[config.mk]
export PLATFORM = sky130hd
export DESIGN_NAME = ccsmp_core
export DESIGN_NICKNAME = d
export VERILOG_FILES = /design/src/ccsmp_pkg.sv /design/src/ccsmp_core.sv
export SDC_FILE = /design/constraint.sdc
export NUM_CORES = 1
export LEC_CHECK = 0
export BUFFER_PORTS_ARGS = -buffer_cell sky130_fd_sc_hd__buf_2
export CORE_MARGIN = 5
export CORE_UTILIZATION = 25
export DETAILED_ROUTE_END_ITERATION = 7
export HOLD_SLACK_MARGIN = 0.02
export PLACE_DENSITY = 0.4
export SLEW_MARGIN = 15
export SYNTH_ARGS = -nofsm -noshare
export SYNTH_HDL_FRONTEND = slang
export SYNTH_SLANG_ARGS = --single-unit
[constraint.sdc]
create_clock -name CLK_I -period 36.9 [get_ports CLK_I]
set_clock_uncertainty 0.1 [all_clocks]
set_input_delay 3.69 -clock CLK_I [delete_from_list [all_inputs] [get_ports CLK_I]]
set_output_delay 3.69 -clock CLK_I [all_outputs]
set_load 0.05 [all_outputs]
[src/ccsmp_pkg.sv]
// Shared constants and types for the core status, multiply/divide and pointer block
package ccsmp_pkg;

  // ---------------------------------------------------------------
  // Special function register addresses (present in both banks)
  // ---------------------------------------------------------------
  localparam logic [7:0] ADDR_STACK_TOP = 8'h81;
  localparam logic [7:0] ADDR_PRI_LOW = 8'h82;
  localparam logic [7:0] ADDR_PRI_HIGH = 8'h83;
  localparam logic [7:0] ADDR_SEC_LOW = 8'h84;
  localparam logic [7:0] ADDR_SEC_HIGH = 8'h85;
  localparam logic [7:0] ADDR_INSN_EXT_CTRL = 8'h86;
  localparam logic [7:0] ADDR_STATUS_WORD = 8'hD0;
  localparam logic [7:0] ADDR_ACCUM = 8'hE0;
  localparam logic [7:0] ADDR_SECONDARY = 8'hF0;
  localparam logic [7:0] ADDR_AUX_RESULT = 8'hF1;
  localparam logic [7:0] ADDR_EXT_PAGE = 8'hF7;

  // ---------------------------------------------------------------
  // Field positions
  // ---------------------------------------------------------------
  localparam int CARRY_POS = 7;
  localparam int HALF_CARRY_POS = 6;
  localparam int USER_HIGH_POS = 5;
  localparam int BANK_HI_POS = 4;
  localparam int BANK_LO_POS = 3;
  localparam int OVERFLOW_POS = 2;
  localparam int USER_LOW_POS = 1;
  localparam int PARITY_POS = 0;
  localparam int SFR_BANK_POS = 6;
  localparam int QUOT_WIDTH_POS = 3;
  localparam int PROD_WIDTH_POS = 2;
  localparam int PTR_SEL_POS = 0;

  // ---------------------------------------------------------------
  // Writable masks, lower RAM boundary and reset values
  // ---------------------------------------------------------------
  localparam logic [7:0] INSN_EXT_MASK = 8'h4D;
  localparam logic [7:0] EXT_PAGE_MASK = 8'h3F;
  localparam logic [7:0] LOWER_RAM_TOP = 8'h7F;
  localparam logic [7:0] RESET_STATUS = 8'h00;
  localparam logic [7:0] RESET_INSN_EXT = 8'h00;
  localparam logic [7:0] RESET_STACK_TOP = 8'h07;
  localparam logic [7:0] RESET_BYTE = 8'h00;
  localparam logic [5:0] RESET_PAGE = 6'h00;

  // Flag update from the execution pipeline
  typedef struct packed {
    logic carry_we;
    logic carry;
    logic half_carry_we;
    logic half_carry;
    logic overflow_we;
    logic overflow;
  } ccsmp_flags_type;

  // Multiply/divide outcome
  typedef struct packed {
    logic [7:0] accum;
    logic [7:0] secondary;
    logic [7:0] aux;
    logic aux_we;
    logic overflow;
  } ccsmp_muldiv_type;

endpackage

[src/ccsmp_core.sv]
// Core status word, multiply/divide datapath, data pointers and address decode
module ccsmp_core (
  input wire logic CLK_I,
  input wire logic RESETN_I,
  // Function register port
  input wire logic [7:0] SFR_ADDR_I,
  input wire logic [7:0] SFR_WDATA_I,
  input wire logic SFR_WE_I,
  input wire logic SFR_RE_I,
  output logic [7:0] SFR_RDATA_O,
  output logic SFR_HIT_O,
  output logic SFR_BANK_O,
  // Execution pipeline updates
  input wire logic ACC_WE_I,
  input wire logic [7:0] ACC_DATA_I,
  input wire ccsmp_pkg::ccsmp_flags_type FLAGS_I,
  input wire logic MULT_I,
  input wire logic DIV_I,
  input wire logic PUSH_I,
  input wire logic POP_I,
  input wire logic PTR_WE_I,
  input wire logic [15:0] PTR_DATA_I,
  input wire logic PTR_INC_I,
  // Internal memory decode
  input wire logic MEM_REQ_I,
  input wire logic MEM_INDIRECT_I,
  input wire logic [7:0] MEM_ADDR_I,
  output logic IRAM_SEL_O,
  output logic SFR_SEL_O,
  input wire logic [2:0] REG_IDX_I,
  output logic [7:0] REG_ADDR_O,
  // External memory address
  input wire logic XRAM_REQ_I,
  input wire logic XRAM_USE_PTR_I,
  input wire logic [7:0] XRAM_RI_I,
  output logic XRAM_SEL_O,
  output logic [15:0] XRAM_ADDR_O,
  // Register views
  output logic [7:0] ACC_O,
  output logic [7:0] B_O,
  output logic [7:0] AUX_O,
  output logic [7:0] STATUS_O,
  output logic [7:0] STACK_TOP_O,
  output logic [15:0] PTR_O
);

  // ---------------------------------------------------------------
  // State
  // ---------------------------------------------------------------
  logic [7:0] acc_r;
  logic [7:0] sec_r;
  logic [7:0] aux_r;
  logic [7:0] status_r;
  logic [7:0] ctrl_r;
  logic [7:0] stack_top_r;
  logic [7:0] pri_low_r;
  logic [7:0] pri_high_r;
  logic [7:0] sec_low_r;
  logic [7:0] sec_high_r;
  logic [5:0] page_r;
  logic [7:0] rdata_r;
  logic hit_r;
  logic parity;
  logic [7:0] status_view;
  logic [15:0] active_ptr;
  logic [15:0] ptr_inc;
  ccsmp_pkg::ccsmp_muldiv_type md;
  logic [23:0] prod;
  logic [15:0] dividend;
  logic [15:0] quot;
  logic [7:0] rem;

  function automatic logic sfr_wr(input logic [7:0] addr, input logic we, input logic [7:0] target);
    sfr_wr = we && (addr == target);
  endfunction

  // ---------------------------------------------------------------
  // Parity and status view
  // ---------------------------------------------------------------
  // Parity is derived, never stored, so it cannot go stale
  assign parity = ^acc_r;
  always_comb begin
    status_view = status_r;
    status_view[ccsmp_pkg::PARITY_POS] = parity;
  end

  // ---------------------------------------------------------------
  // Multiply / divide
  // ---------------------------------------------------------------
  always_comb begin
    prod = 24'h000000;
    dividend = 16'h0000;
    quot = 16'h0000;
    rem = 8'h00;
    md = '0;
    if (MULT_I) begin
      if (ctrl_r[ccsmp_pkg::PROD_WIDTH_POS]) begin
        prod = 24'({aux_r, acc_r}) * 24'(sec_r);
        md.accum = prod[7:0];
        md.secondary = prod[15:8];
        md.aux = prod[23:16];
        md.aux_we = 1'b1;
        md.overflow = |prod[23:16];
      end else begin
        prod = 24'(acc_r) * 24'(sec_r);
        md.accum = prod[7:0];
        md.secondary = prod[15:8];
        md.aux = aux_r;
        md.overflow = |prod[15:8];
      end
    end else begin
      // Division by zero leaves operands as they are and flags overflow
      dividend = ctrl_r[ccsmp_pkg::QUOT_WIDTH_POS] ? {aux_r, acc_r} : {8'h00, acc_r};
      if (sec_r == 8'h00) begin
        md.accum = acc_r;
        md.secondary = sec_r;
        md.aux = aux_r;
        md.overflow = 1'b1;
      end else begin
        quot = dividend / {8'h00, sec_r};
        rem = 8'((dividend % {8'h00, sec_r}));
        md.accum = quot[7:0];
        md.secondary = rem;
        md.aux = quot[15:8];
        md.aux_we = ctrl_r[ccsmp_pkg::QUOT_WIDTH_POS];
      end
    end
  end

  // ---------------------------------------------------------------
  // Accumulator, secondary and auxiliary registers
  // ---------------------------------------------------------------
  always_ff @(posedge CLK_I) begin
    if (!RESETN_I) begin
      acc_r <= ccsmp_pkg::RESET_BYTE;
      sec_r <= ccsmp_pkg::RESET_BYTE;
      aux_r <= ccsmp_pkg::RESET_BYTE;
    end else if (MULT_I || DIV_I) begin
      acc_r <= md.accum;
      sec_r <= md.secondary;
      if (md.aux_we) begin
        aux_r <= md.aux;
      end
    end else begin
      if (ACC_WE_I) begin
        acc_r <= ACC_DATA_I;
      end else if (sfr_wr(SFR_ADDR_I, SFR_WE_I, ccsmp_pkg::ADDR_ACCUM)) begin
        acc_r <= SFR_WDATA_I;
      end
      if (sfr_wr(SFR_ADDR_I, SFR_WE_I, ccsmp_pkg::ADDR_SECONDARY)) begin
        sec_r <= SFR_WDATA_I;
      end
      if (sfr_wr(SFR_ADDR_I, SFR_WE_I, ccsmp_pkg::ADDR_AUX_RESULT)) begin
        aux_r <= SFR_WDATA_I;
      end
    end
  end

  // ---------------------------------------------------------------
  // Status word
  // ---------------------------------------------------------------
  // Hardware flag updates win over a software write in the same cycle
  always_ff @(posedge CLK_I) begin
    if (!RESETN_I) begin
      status_r <= ccsmp_pkg::RESET_STATUS;
    end else begin
      if (sfr_wr(SFR_ADDR_I, SFR_WE_I, ccsmp_pkg::ADDR_STATUS_WORD)) begin
        status_r[7:1] <= SFR_WDATA_I[7:1];
      end
      if (MULT_I || DIV_I) begin
        status_r[ccsmp_pkg::CARRY_POS] <= 1'b0;
        status_r[ccsmp_pkg::OVERFLOW_POS] <= md.overflow;
      end else begin
        if (FLAGS_I.carry_we) begin
          status_r[ccsmp_pkg::CARRY_POS] <= FLAGS_I.carry;
        end
        if (FLAGS_I.half_carry_we) begin
          status_r[ccsmp_pkg::HALF_CARRY_POS] <= FLAGS_I.half_carry;
        end
        if (FLAGS_I.overflow_we) begin
          status_r[ccsmp_pkg::OVERFLOW_POS] <= FLAGS_I.overflow;
        end
      end
      status_r[ccsmp_pkg::PARITY_POS] <= 1'b0;
    end
  end

  // ---------------------------------------------------------------
  // Extension control and page register
  // ---------------------------------------------------------------
  always_ff @(posedge CLK_I) begin
    if (!RESETN_I) begin
      ctrl_r <= ccsmp_pkg::RESET_INSN_EXT;
    end else if (sfr_wr(SFR_ADDR_I, SFR_WE_I, ccsmp_pkg::ADDR_INSN_EXT_CTRL)) begin
      ctrl_r <= SFR_WDATA_I & ccsmp_pkg::INSN_EXT_MASK;
    end
  end

  always_ff @(posedge CLK_I) begin
    if (!RESETN_I) begin
      page_r <= ccsmp_pkg::RESET_PAGE;
    end else if (sfr_wr(SFR_ADDR_I, SFR_WE_I, ccsmp_pkg::ADDR_EXT_PAGE)) begin
      page_r <= SFR_WDATA_I[5:0];
    end
  end

  // ---------------------------------------------------------------
  // Stack top
  // ---------------------------------------------------------------
  // Push takes priority over pop if the pipeline asserts both
  always_ff @(posedge CLK_I) begin
    if (!RESETN_I) begin
      stack_top_r <= ccsmp_pkg::RESET_STACK_TOP;
    end else if (PUSH_I) begin
      stack_top_r <= stack_top_r + 8'h01;
    end else if (POP_I) begin
      stack_top_r <= stack_top_r - 8'h01;
    end else if (sfr_wr(SFR_ADDR_I, SFR_WE_I, ccsmp_pkg::ADDR_STACK_TOP)) begin
      stack_top_r <= SFR_WDATA_I;
    end
  end

  // ---------------------------------------------------------------
  // Data pointers
  // ---------------------------------------------------------------
  assign active_ptr = ctrl_r[ccsmp_pkg::PTR_SEL_POS] ? {sec_high_r, sec_low_r} : {pri_high_r, pri_low_r};
  assign ptr_inc = active_ptr + 16'h0001;

  always_ff @(posedge CLK_I) begin
    if (!RESETN_I) begin
      pri_low_r <= ccsmp_pkg::RESET_BYTE;
      pri_high_r <= ccsmp_pkg::RESET_BYTE;
    end else if (!ctrl_r[ccsmp_pkg::PTR_SEL_POS] && (PTR_WE_I || PTR_INC_I)) begin
      {pri_high_r, pri_low_r} <= PTR_WE_I ? PTR_DATA_I : ptr_inc;
    end else begin
      if (sfr_wr(SFR_ADDR_I, SFR_WE_I, ccsmp_pkg::ADDR_PRI_LOW)) begin
        pri_low_r <= SFR_WDATA_I;
      end
      if (sfr_wr(SFR_ADDR_I, SFR_WE_I, ccsmp_pkg::ADDR_PRI_HIGH)) begin
        pri_high_r <= SFR_WDATA_I;
      end
    end
  end

  always_ff @(posedge CLK_I) begin
    if (!RESETN_I) begin
      sec_low_r <= ccsmp_pkg::RESET_BYTE;
      sec_high_r <= ccsmp_pkg::RESET_BYTE;
    end else if (ctrl_r[ccsmp_pkg::PTR_SEL_POS] && (PTR_WE_I || PTR_INC_I)) begin
      {sec_high_r, sec_low_r} <= PTR_WE_I ? PTR_DATA_I : ptr_inc;
    end else begin
      if (sfr_wr(SFR_ADDR_I, SFR_WE_I, ccsmp_pkg::ADDR_SEC_LOW)) begin
        sec_low_r <= SFR_WDATA_I;
      end
      if (sfr_wr(SFR_ADDR_I, SFR_WE_I, ccsmp_pkg::ADDR_SEC_HIGH)) begin
        sec_high_r <= SFR_WDATA_I;
      end
    end
  end

  // ---------------------------------------------------------------
  // Function register read port
  // ---------------------------------------------------------------
  always_ff @(posedge CLK_I) begin
    if (!RESETN_I) begin
      rdata_r <= ccsmp_pkg::RESET_BYTE;
      hit_r <= 1'b0;
    end else if (SFR_RE_I) begin
      hit_r <= 1'b1;
      case (SFR_ADDR_I)
        ccsmp_pkg::ADDR_STACK_TOP: rdata_r <= stack_top_r;
        ccsmp_pkg::ADDR_PRI_LOW: rdata_r <= pri_low_r;
        ccsmp_pkg::ADDR_PRI_HIGH: rdata_r <= pri_high_r;
        ccsmp_pkg::ADDR_SEC_LOW: rdata_r <= sec_low_r;
        ccsmp_pkg::ADDR_SEC_HIGH: rdata_r <= sec_high_r;
        ccsmp_pkg::ADDR_INSN_EXT_CTRL: rdata_r <= ctrl_r;
        ccsmp_pkg::ADDR_STATUS_WORD: rdata_r <= status_view;
        ccsmp_pkg::ADDR_ACCUM: rdata_r <= acc_r;
        ccsmp_pkg::ADDR_SECONDARY: rdata_r <= sec_r;
        ccsmp_pkg::ADDR_AUX_RESULT: rdata_r <= aux_r;
        ccsmp_pkg::ADDR_EXT_PAGE: rdata_r <= {2'b00, page_r};
        default: begin
          rdata_r <= 8'h00;
          hit_r <= 1'b0;
        end
      endcase
    end else begin
      rdata_r <= 8'h00;
      hit_r <= 1'b0;
    end
  end

  // ---------------------------------------------------------------
  // Address decode
  // ---------------------------------------------------------------
  // Upper RAM and function registers share addresses; mode decides
  assign IRAM_SEL_O = MEM_REQ_I && (MEM_INDIRECT_I || (MEM_ADDR_I <= ccsmp_pkg::LOWER_RAM_TOP));
  assign SFR_SEL_O = MEM_REQ_I && !MEM_INDIRECT_I && (MEM_ADDR_I > ccsmp_pkg::LOWER_RAM_TOP);
  assign REG_ADDR_O = {3'b000, status_r[ccsmp_pkg::BANK_HI_POS:ccsmp_pkg::BANK_LO_POS], REG_IDX_I};
  assign XRAM_SEL_O = XRAM_REQ_I;
  assign XRAM_ADDR_O = XRAM_USE_PTR_I ? active_ptr : {2'b00, page_r, XRAM_RI_I};

  // ---------------------------------------------------------------
  // Outputs
  // ---------------------------------------------------------------
  assign SFR_RDATA_O = rdata_r;
  assign SFR_HIT_O = hit_r;
  assign SFR_BANK_O = ctrl_r[ccsmp_pkg::SFR_BANK_POS];
  assign ACC_O = acc_r;
  assign B_O = sec_r;
  assign AUX_O = aux_r;
  assign STATUS_O = status_view;
  assign STACK_TOP_O = stack_top_r;
  assign PTR_O = active_ptr;

endmodule // ccsmp_core

After elaboration in Yosys (flattened, before gate mapping)
Index checks and enable logic that the tools add are counted. Widths: inputs -> output; s select.

$add $sub $neg: 3. Eq/ne operators: 14. Multiply operators: 2. $lt $le $gt $ge: 2. Bitwise gates (word level): 1. Divide/modulo/power cells: 2. Reductions and logical operators: 41. Multiplexer cells: 38.

Operator list (count): $mux 8 (19); $eq 8x8->1 const B (11); $pmux 8 s11 (1); $mux 16 (4); $mux 24 (2); $mux 26 (1); $mul 16x8->24 (1); $add 16x1->16 const B (1); $div 16x8->16 (1); $logic_and 1x1->1 (16); $mod 16x8->16 (1); $mul 8x8->16 (1); $reduce_or 8->1 (2); $reduce_bool 2->1 (7); $reduce_or 11->1 (1); $mux 1 (10); $reduce_bool 3->1 (3); $add 8x1->8 const B (1); $gt 8x7->1 const B (1); $le 8x7->1 const B (1); $logic_not 8->1 (1); $reduce_xor 8->1 (1); $sub 8x1->8 const B (1); $mux 7 (1); other kinds (8) (14).

Flip-flop bits (word level): 90. Word-level logic and storage cells: 119. Input port bits: 80.

Logic depth before layout (Yosys ltp)
Gate-level depths: netlist of the first run.

Depth after elaboration: 6. Mapped depth: 155. Depth with buffers taken out: 143.

Least setup slack after synthesis of the first run
Ideal clock, no wire load.

Kind: flip-flop to flip-flop. From: reg sec_r[0], in the netlist B_O[0]. To: reg sec_r[0], in the netlist B_O[0]. Data arrival time: 31.430 ns. Required time: 36.732 ns. Clock period less this slack: 31.598 ns. Cell stages (with the launch flop): 148. Setup slack: 5.302 ns. Library setup time: 0.068 ns. Cells stage by stage: dfxtp_1 -> inv_1 -> ha_1 -> o21ba_2 -> and3_1 -> a41o_1 -> and3_1 -> ha_1 -> or4b_1 -> o211ai_1 -> a2bb2oi_2 -> inv_1 -> ha_1 -> o211a_1 -> o311a_4 -> or3b_1 -> nand2_1 -> ha_1 -> [112 not listed] -> o2111a_1 -> and2_1 -> clkbuf_1 -> mux2_2 -> ha_1 -> a21o_1 -> a21oi_1 -> a21oi_1 -> o21ai_0 -> nand2b_1 -> a21o_1 -> a21oi_1 -> o21ai_0 -> or3_1 -> or4_1 -> buf_4 -> mux2_4 -> o21ai_2.

Longest elaborated chain between the ends: 4. Elaborated cells between the ends (all ways): 10. Those cells by class: mul (2); div (1); eq/ne (1); mux (4); reduce/logical (2).

RTL lines: start: declaration (RTL line ccsmp_core.sv:51) `logic [7:0] sec_r;`; start signal: assignment (RTL line ccsmp_core.sv:136) `sec_r <= ccsmp_pkg::RESET_BYTE;`; start signal: assignment (RTL line ccsmp_core.sv:140) `sec_r <= md.secondary;`; $mod 16x8->16, or another cell as far along (RTL line ccsmp_core.sv:121) `rem = 8'((dividend % {8'h00, sec_r}));`; $mux 24, on equally long branches (RTL line ccsmp_core.sv:114, ccsmp_core.sv:97); $mux 26 (RTL line ccsmp_core.sv:96) `if (MULT_I) begin`; $mux 8 (RTL line ccsmp_core.sv:138) `end else if (MULT_I || DIV_I) begin`.

Several ways; a longest one is shown, not always the timed one. The select of a mux whose other input is x is not followed. A chain may end at the register's enable or synchronous reset.

Final worst setup path of the first run
From: reg ctrl_r[3]. To: reg sec_r[6], in the netlist B_O[6].

Longest elaborated chain between the ends: 5.

RTL lines: start: declaration (RTL line ccsmp_core.sv:54) `logic [7:0] ctrl_r;`; start signal: assignment (RTL line ccsmp_core.sv:193) `ctrl_r <= ccsmp_pkg::RESET_INSN_EXT;`; start signal: assignment (RTL line ccsmp_core.sv:195) `ctrl_r <= SFR_WDATA_I & ccsmp_pkg::INSN_EXT_MASK;`; $mux 16 (RTL line ccsmp_core.sv:113) `dividend = ctrl_r[ccsmp_pkg::QUOT_WIDTH_POS] ? {aux_r, acc_r} : {8'h00, acc_r};`; $mod 16x8->16 (RTL line ccsmp_core.sv:121); $mux 24 (RTL line ccsmp_core.sv:114) `if (sec_r == 8'h00) begin`; $mux 26 (RTL line ccsmp_core.sv:96); $mux 8 (RTL line ccsmp_core.sv:138).

No other way between the ends. The select of a mux whose other input is x is not followed.

==> results of run 1 <==
-- worst min-delay path: stages, from the launching register on --
cell and delay [ps]:
dfxtp_1 340, nand2_1 60, a21boi_0 70
-- final timing paths --
| kind | endpoint | cells after the start | slack, ps | from |
|---|---|---|---|---|
| worst min-delay path | status_r[5] | 2 | 430 | status_r[5] |
| worst min register to register | status_r[5] | 2 | 430 | status_r[5] |
| worst max register to register | B_O[6] | 139 | 2640 | ctrl_r[3] |
| worst max-delay path | B_O[6] | 139 | 2640 | ctrl_r[3] |
-- sequential cells by signal (all words and copies together) (netlist names), 4 cells and up --
name and count:
AUX_O 8, pri_high_r 8, B_O 8, status_r 7, pri_low_r 8, sec_high_r 8
page_r 6, STACK_TOP_O 8, SFR_RDATA_O 8, ctrl_r 4, ACC_O 8, sec_low_r 8
-- layout by cell type (no fill, tap or decap), types with 9 or more instances in the layout --
cell type  count
a211oi_1      17
a21boi_0      19
a21o_1        26
a21oi_1      125
a221oi_1      13
a31oi_1       19
and2_1        53
and3_1        29
buf_2        154
buf_4         50
clkbuf_16      9
dfxtp_1       85
fa_1          94
ha_1         176
inv_1        183
mux2_2        27
mux2i_1       71
nand2_1      246
nand2b_1      12
nand3_1       77
nand4_1       16
nor2_1       176
nor2b_1       24
nor3_1        58
o211a_1       29
o211ai_1      23
o21a_1        40
o21ai_0       68
o21ai_1       11
o21bai_1      25
o22ai_1       11
o31ai_1       26
or2_2          9
or3_1         18
xnor2_1       73
xor2_1        19
-- metal layers --
metal	track usage	share of wire
met5	0	0.00033
met4	0.0319	0.018
met3	0.0216	0.043
met2	0.288	0.47
met1	0.240	0.47
-- timing repair --
item	4_1_cts	5_1_grt
setup endpoints to repair	0	9
endpoints found under the hold margin	0	0
setup buffers	0	0
resized for setup	0	9
-- per-stage QoR --
step           hold slack (ps)   util
3_3_place_gp               406  0.280
2_1_floorplan              359      -
6_report                   430  0.285
3_5_place_dp               416  0.280
4_1_cts                    427  0.285
5_1_grt                    469  0.285
-- logic make-up after synthesis --
family                   count (synthesis)  synth area share
flip-flops                              90             0.110
adder cells (fa/ha/maj)                270             0.249
XOR/XNOR                                93            0.0502
AO/OA/AOI/OAI                          533             0.227
buffers and inverters                  303            0.0740
other                                    1          0.000229
AND/OR/NAND/NOR                        758             0.220
multiplexers                           105            0.0695
-- area by class of cell --
| type | instances | area share |
|---|---|---|
| Tap cell | 855 | 0.0580 |
| Inverter | 188 | 0.0382 |
| Clock buffer | 10 | 0.0130 |
| Sequential cell | 90 | 0.0980 |
| Clock inverter | 6 | 0.00359 |
| Timing Repair Buffer | 204 | 0.0621 |
| Multi-Input combinational cell | 1762 | 0.727 |
==> metrics, run 1 <==
CP max stage cell dfxtp_2; Place WS 2440 ps; Ys Warns 0; WS Path Type flop to flop; DP Cell Count 3099; wire per inst 20.3 µm; ys async rst share 0; Critical Path RT 37060 ps; Slew HR 0.168; Worst Path Buf+Inv 7; Post-Syn Area 16400 µm²; port buffer count 154; biggest area consumer among synthesized cells ha_1; Distinct cells, synth 99; Max-cap violations 0; CTS tree done; cts hold-fix bufs 0; kind of end point of the critical path flop; max incr delay on CP 580 ps; Clock Sinks 90; worst-margin pin slew 1240 ps; half-perimeter wire length after placement 49000 µm; Die Area 70800 µm²; Final nets 2605; GR Overflow Total 0; Die Ht 266 µm; RD Place Congestion 0.819; most frequent CP cell o21a_1; vias post-DR 16093; TritonCTS buffer count 9; dominant synthesized flop cell dfxtp_1; die width 266 µm; CORE AREA 64700 µm²; Final Hold Fails 0; # fillers 7170; Clock transition at path regs 70 ps; crit path DAT 34420 ps; Finish-stage setup viols 0; top cells by count, synth nand2_1 (246), inv_1 (183), ha_1 (176), nor2_1 (176), a21oi_1 (125); Max clock buf depth 2; Root Driver clkbuf_16; ANT nets after route 0; number of cell rows 93; Post-synth EDFFs 0; vias in the first global route 16040; FMAX 0.0292 GHz; vias per inst 5.17; sequential cell area 1810 µm²; Seq/Total Area, Yosys 0.110; Initial DRT Pass Iterations 8; syn_area_per_cell 7.61 µm²; ratio of cells with drive above 1 in the final layout 0.131; CP top delay family compound AO/OA/AOI/OAI gates; Iter 0 DRT Violations 970; clock latency on the worst-skew pair 350 ps; Synth Register Bits 90; Slew Limit Fails 0; fin cells 3115; DRT Wirelength 63300 µm; area delta synth->final 12.6%; pin count of the biggest net entering global routing 87; Final min period 34260 ps; hold crit path type flop to flop; DRC 0; H-tree depth 3; final period utilization 0.928; initial core utilization 0.253; Multi-input gate area 13400 µm²; worst-path fanout max 15; first-pass GRT wire length 96100 µm; min setup slack post-route 2640 ps; post-synthesis cell count 2153; ant diodes 0; placed standard-cell area 18100 µm²; gr usage total 0.172; initial antenna violation count 3; io pins 173; Critical Path Start Type flop; Sum Neg Setup Slack 0 ps; status finished clean; post-route cell area 18500 µm²; count leader, synth nand2_1; top-area cell type share of the netlist area 0.134; Synth area leaders ha_1 (13%), fa_1 (11%), dfxtp_1 (11%), nand2_1 (5.6%), mux2i_1 (4.3%)
Power of run 1 is left out: the tool's default activity adds up to more than one toggle a clock period on the data nets, which glitch-free logic cannot reach.
==> inputs of run 2 (changes only) <==
==> constraint.sdc (replaced) <==
create_clock -name CLK_I -period 42.6 [get_ports CLK_I]
set_clock_uncertainty 0.1 [all_clocks]
set_input_delay 4.26 -clock CLK_I [delete_from_list [all_inputs] [get_ports CLK_I]]
set_output_delay 4.26 -clock CLK_I [all_outputs]
set_load 0.05 [all_outputs]
==> run 2 against run 1 <==
Compared with the run above:
- sequential share of layout area hardly changed
- non-clock buffer count decreased by 14
- register-to-register slack gained 3100 ps
- via count about the same
- worst hold slack gained 10 ps
- critical path depth fell by 4
- sequential cell count unchanged
- global-route usage increased by 0.096 points
- largest cell class unchanged
- first-iteration DRC count is 6.8% higher
- cell count fell by 0.48%
- maximum frequency decreased by 7.0%
- clock-buffer cell count rose by 2
==> metrics, run 2 (synthesized netlist as in run 1, its figures left out) <==
cts hold-fix bufs 0; pin count of the biggest net entering global routing 87; worst-path fanout max 15; gr usage total 0.173; worst reg2reg setup slack 5760 ps; kind of end point of the critical path flop; Place WS 5810 ps; Iter 0 DRT Violations 1036; wire per inst 20.4 µm; worst-margin pin slew 1130 ps; io pins 173; TritonCTS buffer count 9; FMAX 0.0271 GHz; half-perimeter wire length after placement 48900 µm; CTS resizes 0; Finish-stage setup viols 0; WS Path Type flop to flop; CP max stage cell o21ai_0; DRC 0; Setup Fix Bufs, Post-CTS 0; H-tree depth 3; Max-cap violations 0; Final min period 36840 ps; ant diodes 0; max incr delay on CP 890 ps; min setup slack post-route 5760 ps; Final Hold Fails 0; initial antenna violation count 3; Die Ht 266 µm; area delta synth->final 11.8%; first-pass GRT wire length 96700 µm; CTS tree done; die width 266 µm; initial core utilization 0.253; most frequent CP cell o21a_1; clock latency on the worst-skew pair 350 ps; Clock Sinks 90; vias in the first global route 16084; port buffer count 154; Root Driver clkbuf_16; RSZ-0062 raised after global routing no; GR Overflow Total 0; CORE AREA 64700 µm²; number of cell rows 93; Die Area 70800 µm²; Slew HR 0.240; DRT Wirelength 63300 µm; most common cell after layout, fill and taps aside nand2_1; Sum Neg Setup Slack 0 ps; Final nets 2591; vias post-DR 16084; Slew Limit Fails 0; hold crit path type flop to flop; vias per inst 5.19; crit path DAT 36950 ps; Initial DRT Pass Iterations 8; status finished clean; Clock transition at path regs 70 ps; ANT nets after route 0; final period utilization 0.865; RD Place Congestion 0.813; Critical Path Start Type flop; Critical Path RT 42720 ps; commonest non-fill, non-tap cells in the layout nand2_1 (246), inv_1 (183), nor2_1 (176), ha_1 (176), buf_2 (154); Max clock buf depth 2; ratio of cells with drive above 1 in the final layout 0.121
-- run 2: cell type report --
| type | count | area (µm²) |
|---|---|---|
| repair buffers | 190 | 1040 |
| clock inverters | 3 | 40.0 |
| fillers | 7134 | 46400 |
| multi-input cells | 1762 | 13400 |
| well taps | 855 | 1070 |
| clock buffers | 12 | 246 |
| flip-flops and latches | 90 | 1800 |
| inverters | 188 | 706 |
-- run 2: final timing paths --
path                                   from           to  depth (start not counted)
worst max-delay path               ACC_O[2]       B_O[7]                        135
worst min-delay path            status_r[1]  status_r[1]                          2
worst max register to register     ACC_O[2]       B_O[7]                        135
worst min register to register  status_r[1]  status_r[1]                          2
-- run 2: metrics by stage --
step	util	cells	area (µm²)	hold slack (ps)
2_1_floorplan	-	2155	16400	359
3_3_place_gp	0.279	3085	18000	404
3_5_place_dp	0.279	3085	18000	414
4_1_cts	0.283	3100	18300	425
5_1_grt	0.283	3100	18300	455
6_report	0.283	3100	18300	440
-- run 2: critical path, delay by kind of cell (launching register included) --
| kind | cells | cell delay [ps] |
|---|---|---|
| compound gates | 75 | 18060 |
| fa+ha+maj | 16 | 4970 |
| mux | 7 | 2480 |
| buf+inv | 3 | 860 |
| flops | 1 | 720 |
| simple gates | 34 | 9410 |
-- run 2: per-layer routing --
metal  vias up  global-route usage  routed length (µm)
met5         -                   0                  27
met4         4              0.0234                 657
met1      7839               0.241               29400
met3        41              0.0183                3130
met2       414               0.298               30200
li1       7786                   -                   -
Power of run 2 is left out for the same reason.
